[config.mk]
export PLATFORM = sky130hd
export DESIGN_NAME = cmr_cmd_regs
export DESIGN_NICKNAME = d
export VERILOG_FILES = /design/src/design/cmr_pkg.sv /design/src/design/cmr_cmd_regs.sv
export SDC_FILE = /design/constraint.sdc
export NUM_CORES = 2
export LEC_CHECK = 0
export ABC_CLOCK_PERIOD_IN_PS = 5600
export BUFFER_PORTS_ARGS = -buffer_cell sky130_fd_sc_hd__buf_2
export CORE_MARGIN = 3
export CORE_UTILIZATION = 25
export CTS_BUF_LIST = sky130_fd_sc_hd__clkbuf_4 sky130_fd_sc_hd__clkbuf_8
export CTS_CLUSTER_DIAMETER = 80
export DETAILED_ROUTE_END_ITERATION = 8
export GPL_ROUTABILITY_DRIVEN = 0
export GPL_TIMING_DRIVEN = 0
export HOLD_SLACK_MARGIN = 0.02
export PLACE_DENSITY_LB_ADDON = 0.25
export SETUP_SLACK_MARGIN = 0.02
export SKIP_CTS_REPAIR_TIMING = 1
export SLEW_MARGIN = 20
export SYNTH_ARGS = -nofsm -noshare
export SYNTH_HDL_FRONTEND = slang
export SYNTH_SLANG_ARGS = --single-unit
[constraint.sdc]
create_clock -name hclk -period 5.6 [get_ports hclk]
set_input_delay 1.68 -clock hclk [delete_from_list [all_inputs] [get_ports hclk]]
set_output_delay 1.68 -clock hclk [all_outputs]
set_load 0.01 [all_outputs]
[src/design/cmr_pkg.sv]
// Package of constants and carrier types for the capacitance meter remote command settings block.
package cmr_pkg;

	// ----------------------------------------------------------------
	// Register byte offsets on the AHB-Lite bus
	// ----------------------------------------------------------------
	localparam logic [7:0] OFF_CTRL = 8'h00;
	localparam logic [7:0] OFF_SPAN = 8'h04;
	localparam logic [7:0] OFF_AUTO = 8'h08;
	localparam logic [7:0] OFF_SAVE = 8'h0C;
	localparam logic [7:0] OFF_SAVEQ = 8'h10;
	localparam logic [7:0] OFF_CLEAR = 8'h14;
	localparam logic [7:0] OFF_SPEED = 8'h18;
	localparam logic [7:0] OFF_SYNC = 8'h1C;
	localparam logic [7:0] OFF_WAIT_LO = 8'h20;
	localparam logic [7:0] OFF_WAIT_HI = 8'h24;
	localparam logic [7:0] OFF_TERM = 8'h28;
	localparam logic [7:0] OFF_STAT = 8'h2C;
	localparam logic [7:0] OFF_PANEL = 8'h30;
	localparam logic [7:0] OFF_FSCALE = 8'h34;

	// ----------------------------------------------------------------
	// Field positions
	// ----------------------------------------------------------------
	localparam int CTRL_PRESET = 0;
	localparam int CTRL_HDR = 1;
	localparam int CTRL_FREQ = 2;
	localparam int AUTO_SPAN = 0;
	localparam int AUTO_CIRC = 1;
	localparam int AUTO_PAR = 2;
	localparam int CLEAR_ALL = 16;
	localparam int STAT_ERR = 0;
	localparam int STAT_BUSY = 1;
	localparam int RESP_HDR = 31;
	localparam int NUM_LSB = 8;
	localparam int NUM_MSB = 15;
	localparam int NUM_HALF = 7;
	localparam int NUM_TOP = 16;
	localparam int WAIT_MSB = 13;

	// ----------------------------------------------------------------
	// Legal ranges and codes
	// ----------------------------------------------------------------
	localparam logic [8:0] SPAN_LO_MIN = 9'h009;
	localparam logic [8:0] SPAN_LO_MAX = 9'h018;
	localparam logic [8:0] SPAN_HI_MIN = 9'h001;
	localparam logic [8:0] SPAN_HI_MAX = 9'h00C;
	localparam logic [8:0] SLOT_MIN = 9'h001;
	localparam logic [8:0] SLOT_MAX = 9'h046;
	localparam int SLOTS = 70;
	localparam logic [8:0] TERM_MAX = 9'h0FF;
	localparam logic [13:0] WAIT_MAX_MS = 14'h270F;
	localparam logic [4:0] PAR_MAX_SPAN = 5'h0C;
	localparam logic [1:0] SPD_FAST = 2'h0;
	localparam logic [1:0] SPD_NORMAL = 2'h1;
	localparam logic [1:0] SPD_SLOW = 2'h2;
	localparam logic [1:0] SPD_BAD = 2'h3;

	// ----------------------------------------------------------------
	// Timing: the wait counts in milliseconds of the bus clock
	// ----------------------------------------------------------------
	localparam int WAIT_UNIT_NS = 1000000;
	localparam int CLK_PERIOD_NS = 100;
	localparam int CYC_PER_MS = WAIT_UNIT_NS / CLK_PERIOD_NS;

	// ----------------------------------------------------------------
	// Carrier types
	// ----------------------------------------------------------------
	typedef struct packed {
		logic freq_mhz;
		logic [4:0] span;
		logic span_auto;
		logic circ_auto;
		logic circ_par;
		logic [1:0] speed;
		logic sso_en;
	} cmr_cfg_t;

	typedef struct packed {
		logic valid;
		logic [4:0] span;
	} cmr_span_req_t;

	// Initialized state reached by the preset command and by hresetn.
	localparam cmr_cfg_t CFG_PRESET = '{freq_mhz: 1'b0, span: 5'h0C, span_auto: 1'b1,
		circ_auto: 1'b1, circ_par: 1'b1, speed: SPD_NORMAL, sso_en: 1'b0};
	localparam logic [7:0] TERM_PRESET = 8'h00;
	localparam logic [13:0] WAIT_PRESET = 14'h0000;

endpackage

[src/design/cmr_cmd_regs.sv]
// Remote command settings register block of the capacitance meter, an AHB-Lite slave.
//
// Register access over AHB-Lite and the register addresses were decided locally.
`timescale 1ns/1ns
module cmr_cmd_regs #(
	parameter int CYC_PER_MS = cmr_pkg::CYC_PER_MS
)(
	input wire logic hclk,
	input wire logic hresetn,
	input wire logic hsel,
	input wire logic [31:0] haddr,
	input wire logic [1:0] htrans,
	input wire logic hwrite,
	input wire logic [2:0] hsize,
	input wire logic [31:0] hwdata,
	input wire logic hready,
	output logic [31:0] hrdata,
	output logic hreadyout,
	output logic hresp,
	input wire logic trig_in,
	input wire cmr_pkg::cmr_span_req_t span_req,
	output cmr_pkg::cmr_cfg_t cfg_o,
	output logic term_nonzero_o,
	output logic meas_start_o
);

	// ----------------------------------------------------------------
	// Elaboration checks
	// ----------------------------------------------------------------
	if (CYC_PER_MS < 2 || CYC_PER_MS > 65535)
	begin : g_bad_cyc
		$error("CYC_PER_MS must lie in 2..65535");
	end

	typedef enum logic {BUS_IDLE, BUS_DATA} cmr_bus_t;

	typedef struct packed {
		cmr_bus_t bus;
		logic [7:0] addr;
		logic wr;
		logic [31:0] hrdata;
		logic hreadyout;
		logic hresp;
		cmr_pkg::cmr_cfg_t cfg;
		logic hdr_on;
		logic [13:0] wait_lo;
		logic [13:0] wait_hi;
		logic [7:0] term;
		logic term_nz;
		logic cmd_err;
		logic [cmr_pkg::SLOTS-1:0] slot_valid;
		logic q_hit;
		cmr_pkg::cmr_cfg_t q_cfg;
		logic trg_m;
		logic trg_s;
		logic trg_d;
		logic waiting;
		logic [13:0] ms_left;
		logic [15:0] cyc;
		logic meas_start;
	} cmr_state_t;

	cmr_state_t s_r;
	cmr_state_t s_nxt;
	cmr_pkg::cmr_cfg_t panel_mem [cmr_pkg::SLOTS];
	logic mem_we;
	logic [6:0] mem_idx;
	logic wr_ok;
	logic wr_bad;
	logic rd_go;

	localparam logic [15:0] CYC_LAST = 16'(CYC_PER_MS - 1);

	// Round an 8.8 fixed point argument to the nearest integer, 9 bits wide.
	function automatic logic [8:0] rnd(input logic [31:0] v);
		logic [8:0] r;
		r = {1'b0, v[cmr_pkg::NUM_MSB:cmr_pkg::NUM_LSB]} + {8'h00, v[cmr_pkg::NUM_HALF]};
		if (v[31:cmr_pkg::NUM_TOP] != 16'h0000)
		begin
			r = 9'h1FF;
		end
		return r;
	endfunction

	// Span legality depends on the present measurement frequency.
	function automatic logic span_ok(input logic [8:0] sp, input logic mhz);
		logic ok;
		ok = mhz ? (sp >= cmr_pkg::SPAN_HI_MIN && sp <= cmr_pkg::SPAN_HI_MAX)
			: (sp >= cmr_pkg::SPAN_LO_MIN && sp <= cmr_pkg::SPAN_LO_MAX);
		return ok;
	endfunction

	// Small spans mean high impedance, where the parallel model fits best.
	function automatic logic opt_par(input logic [4:0] sp);
		return sp <= cmr_pkg::PAR_MAX_SPAN;
	endfunction

	// Full scale as mantissa (10, 22 or 47) and power of ten in femtofarads.
	function automatic logic [31:0] fscale(input logic [4:0] sp);
		logic [4:0] p;
		logic [7:0] mant;
		logic [7:0] expo;
		p = sp - 5'h01;
		unique case (p % 5'h03)
			5'h00: mant = 8'h16;
			5'h01: mant = 8'h2F;
			default: mant = 8'h0A;
		endcase
		expo = {3'h0, 5'h01 + (p + 5'h01) / 5'h03};
		return {16'h0000, expo, mant};
	endfunction

	// ----------------------------------------------------------------
	// Next state
	// ----------------------------------------------------------------
	// One combinational process decides the whole next state.
	always_comb
	begin
		logic [8:0] r;
		logic [6:0] idx;
		logic [31:0] rd;
		logic slot_in;
		r = rnd(hwdata);
		idx = 7'(r - cmr_pkg::SLOT_MIN);
		slot_in = r >= cmr_pkg::SLOT_MIN && r <= cmr_pkg::SLOT_MAX;
		rd = 32'h0000_0000;
		s_nxt = s_r;
		s_nxt.meas_start = 1'b0;
		mem_we = 1'b0;
		mem_idx = idx;
		wr_ok = 1'b0;
		wr_bad = 1'b0;
		rd_go = 1'b0;

		// Trigger pin synchroniser; the second and third stages feed the edge detector.
		s_nxt.trg_m = trig_in;
		s_nxt.trg_s = s_r.trg_m;
		s_nxt.trg_d = s_r.trg_s;

		if (s_r.waiting)
		begin
			if (s_r.cyc == CYC_LAST)
			begin
				s_nxt.cyc = 16'h0000;
				s_nxt.ms_left = s_r.ms_left - 14'h0001;
				if (s_r.ms_left == 14'h0001)
				begin
					s_nxt.waiting = 1'b0;
					s_nxt.meas_start = 1'b1;
				end
			end
			else
			begin
				s_nxt.cyc = s_r.cyc + 16'h0001;
			end
		end
		else if (s_r.trg_s && !s_r.trg_d)
		begin
			s_nxt.ms_left = s_r.cfg.freq_mhz ? s_r.wait_hi : s_r.wait_lo;
			s_nxt.cyc = 16'h0000;
			// A trigger while a wait runs is ignored; a zero wait starts at once.
			if (s_r.cfg.sso_en && s_nxt.ms_left != 14'h0000)
			begin
				s_nxt.waiting = 1'b1;
			end
			else
			begin
				s_nxt.meas_start = 1'b1;
			end
		end

		// Automatic span choice from the measurement engine
		if (span_req.valid && s_r.cfg.span_auto && span_ok({4'h0, span_req.span}, s_r.cfg.freq_mhz))
		begin
			s_nxt.cfg.span = span_req.span;
			if (s_r.cfg.circ_auto)
			begin
				s_nxt.cfg.circ_par = opt_par(span_req.span);
			end
		end

		// Bus slave: one wait state, then write or load read data.
		unique case (s_r.bus)
			BUS_IDLE:
			begin
				if (hsel && htrans[1] && hready)
				begin
					s_nxt.bus = BUS_DATA;
					s_nxt.addr = haddr[7:0];
					s_nxt.wr = hwrite;
					s_nxt.hreadyout = 1'b0;
				end
			end
			BUS_DATA:
			begin
				s_nxt.bus = BUS_IDLE;
				s_nxt.hreadyout = 1'b1;
				if (s_r.wr)
				begin
					wr_ok = 1'b1;
					unique case (s_r.addr)
						cmr_pkg::OFF_CTRL:
						begin
							if (hwdata[cmr_pkg::CTRL_PRESET])
							begin
								s_nxt.cfg = cmr_pkg::CFG_PRESET;
								s_nxt.term = cmr_pkg::TERM_PRESET;
								s_nxt.term_nz = 1'b0;
								s_nxt.wait_lo = cmr_pkg::WAIT_PRESET;
								s_nxt.wait_hi = cmr_pkg::WAIT_PRESET;
								s_nxt.hdr_on = 1'b1;
							end
							else
							begin
								s_nxt.hdr_on = hwdata[cmr_pkg::CTRL_HDR];
								s_nxt.cfg.freq_mhz = hwdata[cmr_pkg::CTRL_FREQ];
								// Clamp span into the new frequency's set
								if (hwdata[cmr_pkg::CTRL_FREQ] && s_r.cfg.span > 5'(cmr_pkg::SPAN_HI_MAX))
								begin
									s_nxt.cfg.span = 5'(cmr_pkg::SPAN_HI_MAX);
								end
								else if (!hwdata[cmr_pkg::CTRL_FREQ] && s_r.cfg.span < 5'(cmr_pkg::SPAN_LO_MIN))
								begin
									s_nxt.cfg.span = 5'(cmr_pkg::SPAN_LO_MIN);
								end
								// Auto circuit follows a clamped span too
								// A clamp moves the span, so a stale circuit choice would no longer fit it.
								if (s_r.cfg.circ_auto)
								begin
									s_nxt.cfg.circ_par = opt_par(s_nxt.cfg.span);
								end
							end
						end
						cmr_pkg::OFF_SPAN:
						begin
							// Rounded argument checked against span limits
							if (span_ok(r, s_r.cfg.freq_mhz))
							begin
								s_nxt.cfg.span = r[4:0];
								s_nxt.cfg.span_auto = 1'b0;
								if (s_r.cfg.circ_auto)
								begin
									s_nxt.cfg.circ_par = opt_par(r[4:0]);
								end
							end
							else
							begin
								wr_bad = 1'b1;
							end
						end
						cmr_pkg::OFF_AUTO:
						begin
							// Auto span and circuit mode switches
							s_nxt.cfg.span_auto = hwdata[cmr_pkg::AUTO_SPAN];
							s_nxt.cfg.circ_auto = hwdata[cmr_pkg::AUTO_CIRC];
							s_nxt.cfg.circ_par = hwdata[cmr_pkg::AUTO_CIRC] ? opt_par(s_r.cfg.span)
								: hwdata[cmr_pkg::AUTO_PAR];
						end
						cmr_pkg::OFF_SAVE:
						begin
							// Store present conditions in a slot
							if (slot_in)
							begin
								mem_we = 1'b1;
								s_nxt.slot_valid[idx] = 1'b1;
							end
							else
							begin
								wr_bad = 1'b1;
							end
						end
						cmr_pkg::OFF_SAVEQ:
						begin
							// Latch the occupancy of the asked slot
							if (slot_in)
							begin
								s_nxt.q_hit = s_r.slot_valid[idx];
								s_nxt.q_cfg = panel_mem[idx];
							end
							else
							begin
								wr_bad = 1'b1;
							end
						end
						cmr_pkg::OFF_CLEAR:
						begin
							// Erase one slot or all of them
							if (hwdata[cmr_pkg::CLEAR_ALL])
							begin
								s_nxt.slot_valid = '0;
							end
							else if (slot_in)
							begin
								s_nxt.slot_valid[idx] = 1'b0;
							end
							else
							begin
								wr_bad = 1'b1;
							end
						end
						cmr_pkg::OFF_SPEED:
						begin
							if (hwdata[31:2] == 30'h0000_0000 && hwdata[1:0] != cmr_pkg::SPD_BAD)
							begin
								s_nxt.cfg.speed = hwdata[1:0];
							end
							else
							begin
								wr_bad = 1'b1;
							end
						end
						cmr_pkg::OFF_SYNC:
						begin
							s_nxt.cfg.sso_en = hwdata[0];
						end
						cmr_pkg::OFF_WAIT_LO, cmr_pkg::OFF_WAIT_HI:
						begin
							// Wait stored in milliseconds per frequency
							if (hwdata[31:cmr_pkg::WAIT_MSB+1] == 18'h00000
								&& hwdata[cmr_pkg::WAIT_MSB:0] <= cmr_pkg::WAIT_MAX_MS)
							begin
								if (s_r.addr == cmr_pkg::OFF_WAIT_LO)
								begin
									s_nxt.wait_lo = hwdata[cmr_pkg::WAIT_MSB:0];
								end
								else
								begin
									s_nxt.wait_hi = hwdata[cmr_pkg::WAIT_MSB:0];
								end
							end
							else
							begin
								wr_bad = 1'b1;
							end
						end
						cmr_pkg::OFF_TERM:
						begin
							// Terminator class follows zero or nonzero
							if (r <= cmr_pkg::TERM_MAX)
							begin
								s_nxt.term = r[7:0];
								s_nxt.term_nz = r[7:0] != 8'h00;
							end
							else
							begin
								wr_bad = 1'b1;
							end
						end
						cmr_pkg::OFF_STAT:
						begin
							// Write one to clear; a new error below still wins.
							if (hwdata[cmr_pkg::STAT_ERR])
							begin
								s_nxt.cmd_err = 1'b0;
							end
						end
						default:
						begin
							wr_ok = 1'b0;
						end
					endcase
					// Rejected argument raises the error flag
					if (wr_bad)
					begin
						wr_ok = 1'b0;
						s_nxt.cmd_err = 1'b1;
					end
				end
				else
				begin
					rd_go = 1'b1;
					unique case (s_r.addr)
						cmr_pkg::OFF_CTRL: rd = {29'h0, s_r.cfg.freq_mhz, s_r.hdr_on, 1'b0};
						cmr_pkg::OFF_SPAN: rd = {27'h0, s_r.cfg.span};
						cmr_pkg::OFF_AUTO: rd = {29'h0, s_r.cfg.circ_par, s_r.cfg.circ_auto, s_r.cfg.span_auto};
						// Panel query answer never has the header flag
						cmr_pkg::OFF_SAVEQ: rd = {31'h0, s_r.q_hit};
						cmr_pkg::OFF_SPEED: rd = {30'h0, s_r.cfg.speed};
						cmr_pkg::OFF_SYNC: rd = {31'h0, s_r.cfg.sso_en};
						cmr_pkg::OFF_WAIT_LO: rd = {18'h0, s_r.wait_lo};
						cmr_pkg::OFF_WAIT_HI: rd = {18'h0, s_r.wait_hi};
						// Terminator reads as 0 or 1
						cmr_pkg::OFF_TERM: rd = {31'h0, s_r.term_nz};
						cmr_pkg::OFF_STAT: rd = {30'h0, s_r.waiting, s_r.cmd_err};
						cmr_pkg::OFF_PANEL: rd = {20'h0, s_r.q_cfg};
						// Full-scale capacitance of the present span
						cmr_pkg::OFF_FSCALE: rd = fscale(s_r.cfg.span);
						default: rd = 32'h0000_0000;
					endcase
					if (s_r.addr inside {cmr_pkg::OFF_SPAN, cmr_pkg::OFF_AUTO, cmr_pkg::OFF_SPEED,
						cmr_pkg::OFF_SYNC, cmr_pkg::OFF_WAIT_LO, cmr_pkg::OFF_WAIT_HI, cmr_pkg::OFF_TERM})
					begin
						rd[cmr_pkg::RESP_HDR] = s_r.hdr_on;
					end
					s_nxt.hrdata = rd;
				end
			end
		endcase
	end

	// ----------------------------------------------------------------
	// State registers
	// ----------------------------------------------------------------
	// All control state resets to the preset values.
	always_ff @(posedge hclk or negedge hresetn)
	begin
		if (!hresetn)
		begin
			s_r <= '{bus: BUS_IDLE, hreadyout: 1'b1, cfg: cmr_pkg::CFG_PRESET, hdr_on: 1'b1,
				term: cmr_pkg::TERM_PRESET, wait_lo: cmr_pkg::WAIT_PRESET,
				wait_hi: cmr_pkg::WAIT_PRESET, default: '0};
		end
		else
		begin
			s_r <= s_nxt;
		end
	end

	// Panel store memory; no reset, occupancy is tracked by slot_valid.
	always_ff @(posedge hclk)
	begin
		if (mem_we)
		begin
			panel_mem[mem_idx] <= s_r.cfg;
		end
	end

	assign hrdata = s_r.hrdata;
	assign hreadyout = s_r.hreadyout;
	assign hresp = s_r.hresp;
	assign cfg_o = s_r.cfg;
	assign term_nonzero_o = s_r.term_nz;
	assign meas_start_o = s_r.meas_start;

	logic is_span_wr;
	assign is_span_wr = wr_ok && s_r.addr == cmr_pkg::OFF_SPAN;
endmodule

# Word-level counts from Yosys, hierarchy flattened
# Memory sizes are Yosys's and may differ from the RTL's.
# Index checks and enable logic that the tools add are counted.
# totals
ff_bits	212
latch_bits	0
mem_bits_rw	840
rom_bits	0
input_bits	81
n_memories	1
# memory_table
name	depth	width	rd	rd_clocked_by_memory_dff	wr	line_no	rtl
panel_mem	70	12	1	0	1	cmr_cmd_regs.sv:65	cmr_pkg::cmr_cfg_t panel_mem [cmr_pkg::SLOTS];
# classes
add_sub_neg	7
multipliers	0
n_div	2
n_lt_le_gt_ge	19
eq_ne	28
shift	0
n_mux	84
bitwise_logic	5
reduce_logical	52
# op_table
operator	n
133-bit two-way mux	2
70-bit two-way mux	3
14-bit case mux with 12 select lines	1
70-bit case mux with 2 select lines	1
70-bit bitwise AND	1
70-bit inverter	1
70-bit OR	1
32-bit two-way mux	2
28-bit case mux with 2 select lines	1
8-bit by 6-bit equality test with 1-bit output, second input constant	6
14-bit two-way mux	3
1-bit two-way mux	37
37-bit two-way mux	1
5-bit two-way mux	7
8-bit by 5-bit equality test with 1-bit output, second input constant	4
30-bit logical NOT	1
28-bit two-way mux	1
13-bit two-way mux	2
5-bit by 4-bit less-or-equal comparator with 1-bit output, second input constant	5
2-bit inequality test, second input constant	10
5-bit AND reduction	4
18-bit logical NOT	1
9-bit two-way mux	2
9-bit case mux with 2 select lines	1
other kinds (60)	99

# Depth between registers and ports, before layout
# logic_depth
depth_word	17
mapped_depth	23

# Least setup slack after synthesis
# No wires, ideal clock.
# synth_path
path_type	input to register
start	input port hwdata[26]
end	memory panel_mem[11][0] in the netlist's numbering, enable pin
setup_ns	0.380
t_arrival_ns	6.384
required_ns	5.220
slack_ns	-1.164
stages	17
path_cell_list	or4_1 > nor2_4 > nand2_2 > inv_2 > buf_4 > buf_2 > buf_4 > buf_2 > buf_2 > ha_1 > xor3_1 > nor4_1 > clkbuf_1 > buf_1 > nand2_1 > clkbuf_1 > nor2_1
# synth_between
elab_chain_cells	10
elab_cells_between_ends	12
classes_between	1 x add/sub; 2 x order compare; 7 x mux; 2 x reduce/logical
# synth_lines
element	line_no	rtl
from (decl)	cmr_cmd_regs.sv:15	input wire logic [31:0] hwdata,
16-bit nonzero test *	cmr_cmd_regs.sv:78	if (v[31:cmr_pkg::NUM_TOP] != 16'h0000)
9-bit two-way mux *	cmr_cmd_regs.sv:78	
9-bit by 1-bit greater-or-equal comparator with 1-bit output or 9-bit by 7-bit less-or-equal comparator with 1-bit output (tied branches)	cmr_cmd_regs.sv:125	slot_in = r >= cmr_pkg::SLOT_MIN && r <= cmr_pkg::SLOT_MAX;
1-bit logical AND	cmr_cmd_regs.sv:125	
1-bit two-way mux	cmr_cmd_regs.sv:262	if (slot_in)
1-bit two-way mux	cmr_cmd_regs.sv:201	unique case (s_r.addr)
1-bit two-way mux	cmr_cmd_regs.sv:198	if (s_r.wr)
1-bit two-way mux	cmr_cmd_regs.sv:183	unique case (s_r.bus)
1-bit two-way mux	cmr_cmd_regs.sv:422	if (mem_we)
1-bit two-way mux (implied by the code)	cmr_cmd_regs.sv:424	panel_mem[mem_idx] <= s_r.cfg;
to (decl)	cmr_cmd_regs.sv:65	
# Mark *: on every way between the ends. The rest lies on a longest branch, timed or not.

# Worst setup path in the final report
# layout_path
start	input port hwdata[31]
end	register s_r[36] in the netlist's numbering
# layout_between
elab_chain_cells	5
elab_cells_between_ends	8
classes_between	1 x add/sub; 2 x order compare; 1 x mux; 3 x reduce/logical; 1 x memory
# layout_lines
element	line_no	rtl
16-bit nonzero test *	cmr_cmd_regs.sv:78	
9-bit two-way mux *	cmr_cmd_regs.sv:78	
parallel branches: the longest is 3 deep, another holds memory 70 x 12 bit	--	
to (signal assigned)	cmr_cmd_regs.sv:409	s_r <= '{bus: BUS_IDLE, hreadyout: 1'b1, cfg: cmr_pkg::CFG_PRESET, hdr_on: 1'b1,
to (signal assigned)	cmr_cmd_regs.sv:415	s_r <= s_nxt;
to (decl)	cmr_cmd_regs.sv:63	cmr_state_t s_r;
# Mark *: on every way between the ends.
# A chain may end at the register's enable or synchronous reset.

==> impl.org <==
** Detailed routing
- Across all layers, the routed design uses 34100 vias.
- Once detail routing completed, the nets flagged for antenna violations numbered 0.
- DRC Markers :: 0
- Routed WL :: 198000 um
- Before antenna repair, the detailed router went through 8 iterations.
- For this block, the initial DRC count from the detailed router was 5096.
- After detailed routing, the number of vias per cell comes to 5.39.
- In the final routed layout, each cell accounts on average for 31.3 um.

** STA
- Setup repair after global routing could not meet its margin everywhere.
- Final slew viol count :: 0
- Based on the critical path, the design can be clocked at up to 173 MHz.
- Relative slew slack :: 19.0%
- Dividing the final minimum period by the clock period gives 103%.
- Final setup skew :: 0.0803 ns
- Across all setup checks in the final design, the least slack found is -0.170 ns.
- Clock period minus final worst setup slack :: 5.77 ns
- The final number of hold-violating endpoints is 0.
- At the pin with the least slew margin, the transition time is 1.21 ns.
- Hold timing on the final database bottoms out at a slack of 0.358 ns.
- Setup violation total in the final timing report :: 116

** Synthesis
- For this run, the leading register cell type out of synthesis is edfxtp_1.
- The synthesized design spends more area on one cell type than any other, namely edfxtp_1.
- Post-synthesis average cell area :: 13.2 um2
- In this run the cell area of the synthesized design comes to 45200 um2.
- During synthesis, Yosys emitted a total of 0 warnings.
- Number of register bits inferred by synthesis :: 1027
- Most instantiated library cell after synthesis :: edfxtp_1
- Xor and xnor fraction of the mapped netlist area :: 0.645%
- Cell count after synthesis :: 3420
- The synthesized netlist devotes 0.581% of its cell area to adder and majority cells.
- Post-synthesis sequential area ratio :: 66.2%
- Top cell types by occurrence after synthesis :: edfxtp_1 (840), nand2_1 (352), o21ai_0 (316), a21oi_1 (223), nor2_1 (189)
- Largest family of logic cells by synthesized area :: compound AO/OA/AOI/OAI gates
- Count of cell types in the netlist :: 102
- The synthesized netlist devotes 12.7% of its cell area to compound gates.
- Of the post-synthesis cell area, the part taken by muxes is 7.56%.
- The share of synthesized area in the top cell type comes to 55.8%.
- Number of enable-type register cells in the synthesized netlist :: 840
- Of the total synthesized cell area, the portion taken by AND, OR, NAND and NOR gates is 9.02%.
- Share of flip-flops with an asynchronous set or reset :: 18.2%
- After synthesis, the cell types taking the most area are edfxtp_1 (56%), dfrtp_1 (9.9%), mux4_2 (4.3%).

** Floorplanning
- I/O pins :: 129
- Die outline width :: 431 um
- Die Footprint :: 186000 um2
- In this run the standard cell core region covers 179000 um2.
- Row generation in the floorplan step produced 155 rows.
- Initial core utilization :: 25.2%
- The die is 431 um tall.

** Setup path
- Worst setup path category :: primary input to flop
- The number of cells on the worst reg-to-reg path is 20.
- Slowest stage delay, CP :: 0.61 ns
- Worst setup EP type :: flop
- CP max-delay cell :: or4_4
- In this run the worst path has a maximum fanout of 11.
- For the worst setup path, the data required time is 6.46 ns.
- Arrival @ worst endpoint :: 6.63 ns
- Worst Setup Start Kind :: primary input
- Traced cell by cell, the critical path runs through buf_2 -> or4_4 -> nor2_4 -> nand2_8 -> buf_6 -> buf_8 -> buf_6 -> buf_8 -> ha_4 -> o21ai_0 -> clkbuf_2 -> clkbuf_4 -> clkbuf_2 -> o22ai_1 -> a21oi_2 -> o2111ai_1 -> o22a_1.

** Status
- The checks that failed: negative setup slack.
- Outcome :: finished with violations

** Min path
- Counting instances, the worst hold path has a depth of 0.
- Type of the tightest min-delay check :: flop to flop

** Flow run
- Across the run, the number of max-cap violations was 0.

** Finish
- Cells with a size suffix above 1 make up 25.9% of the layout.
- Layout net count :: 3949
- Area growth, synth to finish :: 24.8%

** Place
- Post-DP HPWL :: 134000 um
- Number of buffers inserted by port buffering :: 77

** Global routing
- GR Overflow Total :: 0
- Number of global-route vias before repair :: 31400
- Global routing consumed, over all layers together, 20.4% of the routing resources.
- The first global-routing pass estimated 263000 um of wire.
- The number of antenna violations at the first check in global routing came to 19.
- Entering global routing, the biggest net connects 75 pins.

** Power and ir drop
- Leakage Power :: 19.6 nW
- After layout, the design draws a total of 19.5 mW.
- IR drop worst, VDD :: 0.000215 V
- Pwr Density :: 346 nW/um2

** Clock network
- Longest Clk Path Bufs :: 3
- Number of buffers created by CTS :: 172
- CTS Sinks :: 1027
- In this run the number of H-tree levels came out at 4.
- CTS clk-pin slew, worst paths :: 0.07 ns
- For the worst-skew pair, the clock arrives at the later sink with an insertion delay of 0.97 ns.
- Root buf cell :: clkbuf_8
- TritonCTS clock tree :: done
-- per-layer routing --
layer	routed length, um	global-route usage, %	vias to the layer above
li1	-	-	14100
met1	80200	27.5	17400
met2	83600	29.5	2184
met3	23200	6.26	488
met4	10800	10.0	8
met5	183	0	-
-- critical path: cells and delay by family --
kind                     cells  cell delay, ns
AO/OA/AOI/OAI                5            1.41
adder cells (fa/ha/maj)      1            0.33
buffers and inverters        8            2.26
AND/OR/NAND/NOR              3            0.89
-- kinds of logic (layout without fill, tap and decap cells) --
group,Yosys count,after routing
adder cells (fa/ha/maj),21,21
AND/OR/NAND/NOR,872,872
buffers and inverters,312,837
XOR/XNOR,29,29
multiplexers,230,230
AO/OA/AOI/OAI,928,928
flip-flops,1027,1027
other,1,25
-- path summary, 6_finish.rpt --
check                           slack, ns  startpoint   endpoint
worst max-delay path                -0.17  hwdata[31]    s_r[36]
worst min-delay path                 0.36   s_nxt[33]  s_nxt[32]
worst max register to register       0.35    cfg_o[6]  hrdata[9]
worst min register to register       0.36   s_nxt[33]  s_nxt[32]
max in group asynchronous            3.77     hresetn  cfg_o[11]
min in group asynchronous            0.71     hresetn    s_r[14]
-- layout make-up --
type,instances,area [um2]
Multi-Input combinational cell,2098,15100
Sequential cell,1027,30000
Clock buffer,227,2820
Tap cell,2355,2950
Inverter,28,120
Clock inverter,62,488
Buffer,282,2150
Fill cell,17900,123000
Timing Repair Buffer,238,2790
Antenna cell,7,17.5
-- metrics by stage --
| stage | setup slack (ns) | setup TNS [ns] | cell area, um2 | utilization [%] | instances |
|---|---|---|---|---|---|
| 2_1_floorplan | -0.152 | -75.31 | 46100 | - | 3437 |
| 3_3_place_gp | -4.98 | -3849.02 | 49400 | 27.6 | 5869 |
| 3_5_place_dp | -4.86 | -3533.25 | 50000 | 27.9 | 5889 |
| 4_1_cts | -3.84 | -2596.86 | 53300 | 29.8 | 6178 |
| 5_1_grt | -0.0156 | -0.0181 | 56400 | 31.5 | 6320 |
| 6_report | -0.170 | -2.63 | 56400 | 31.5 | 6324 |
-- power by group --
group	internal (mW)	switching [mW]
Clock	3.48	3.28
Sequential	9.03	0.333
Combinational	1.12	2.27
-- layout by cell type, fill, tap and decap left out, types with 43 or more instances in the layout --
| master | count |
|---|---|
| edfxtp_1 | 840 |
| nand2_1 | 342 |
| o21ai_0 | 305 |
| a21oi_1 | 217 |
| clkbuf_8 | 183 |
| dfrtp_1 | 173 |
| buf_4 | 136 |
| nor2_1 | 115 |
| mux2i_1 | 109 |
| nand3_1 | 105 |
| buf_2 | 102 |
| buf_12 | 92 |
| mux4_2 | 86 |
| clkbuf_1 | 73 |
| clkbuf_4 | 72 |
| nor2_4 | 72 |
| a31oi_1 | 44 |
| a22oi_1 | 43 |
-- registers in the layout (all words and copies together), names as in the netlist --
register        flops
cfg_o              12
hrdata             15
hreadyout           1
meas_start_o        1
panel_mem         840
s_nxt               2
s_r               155
term_nonzero_o      1
No activity file was read; power rests on OpenSTA's default activity.
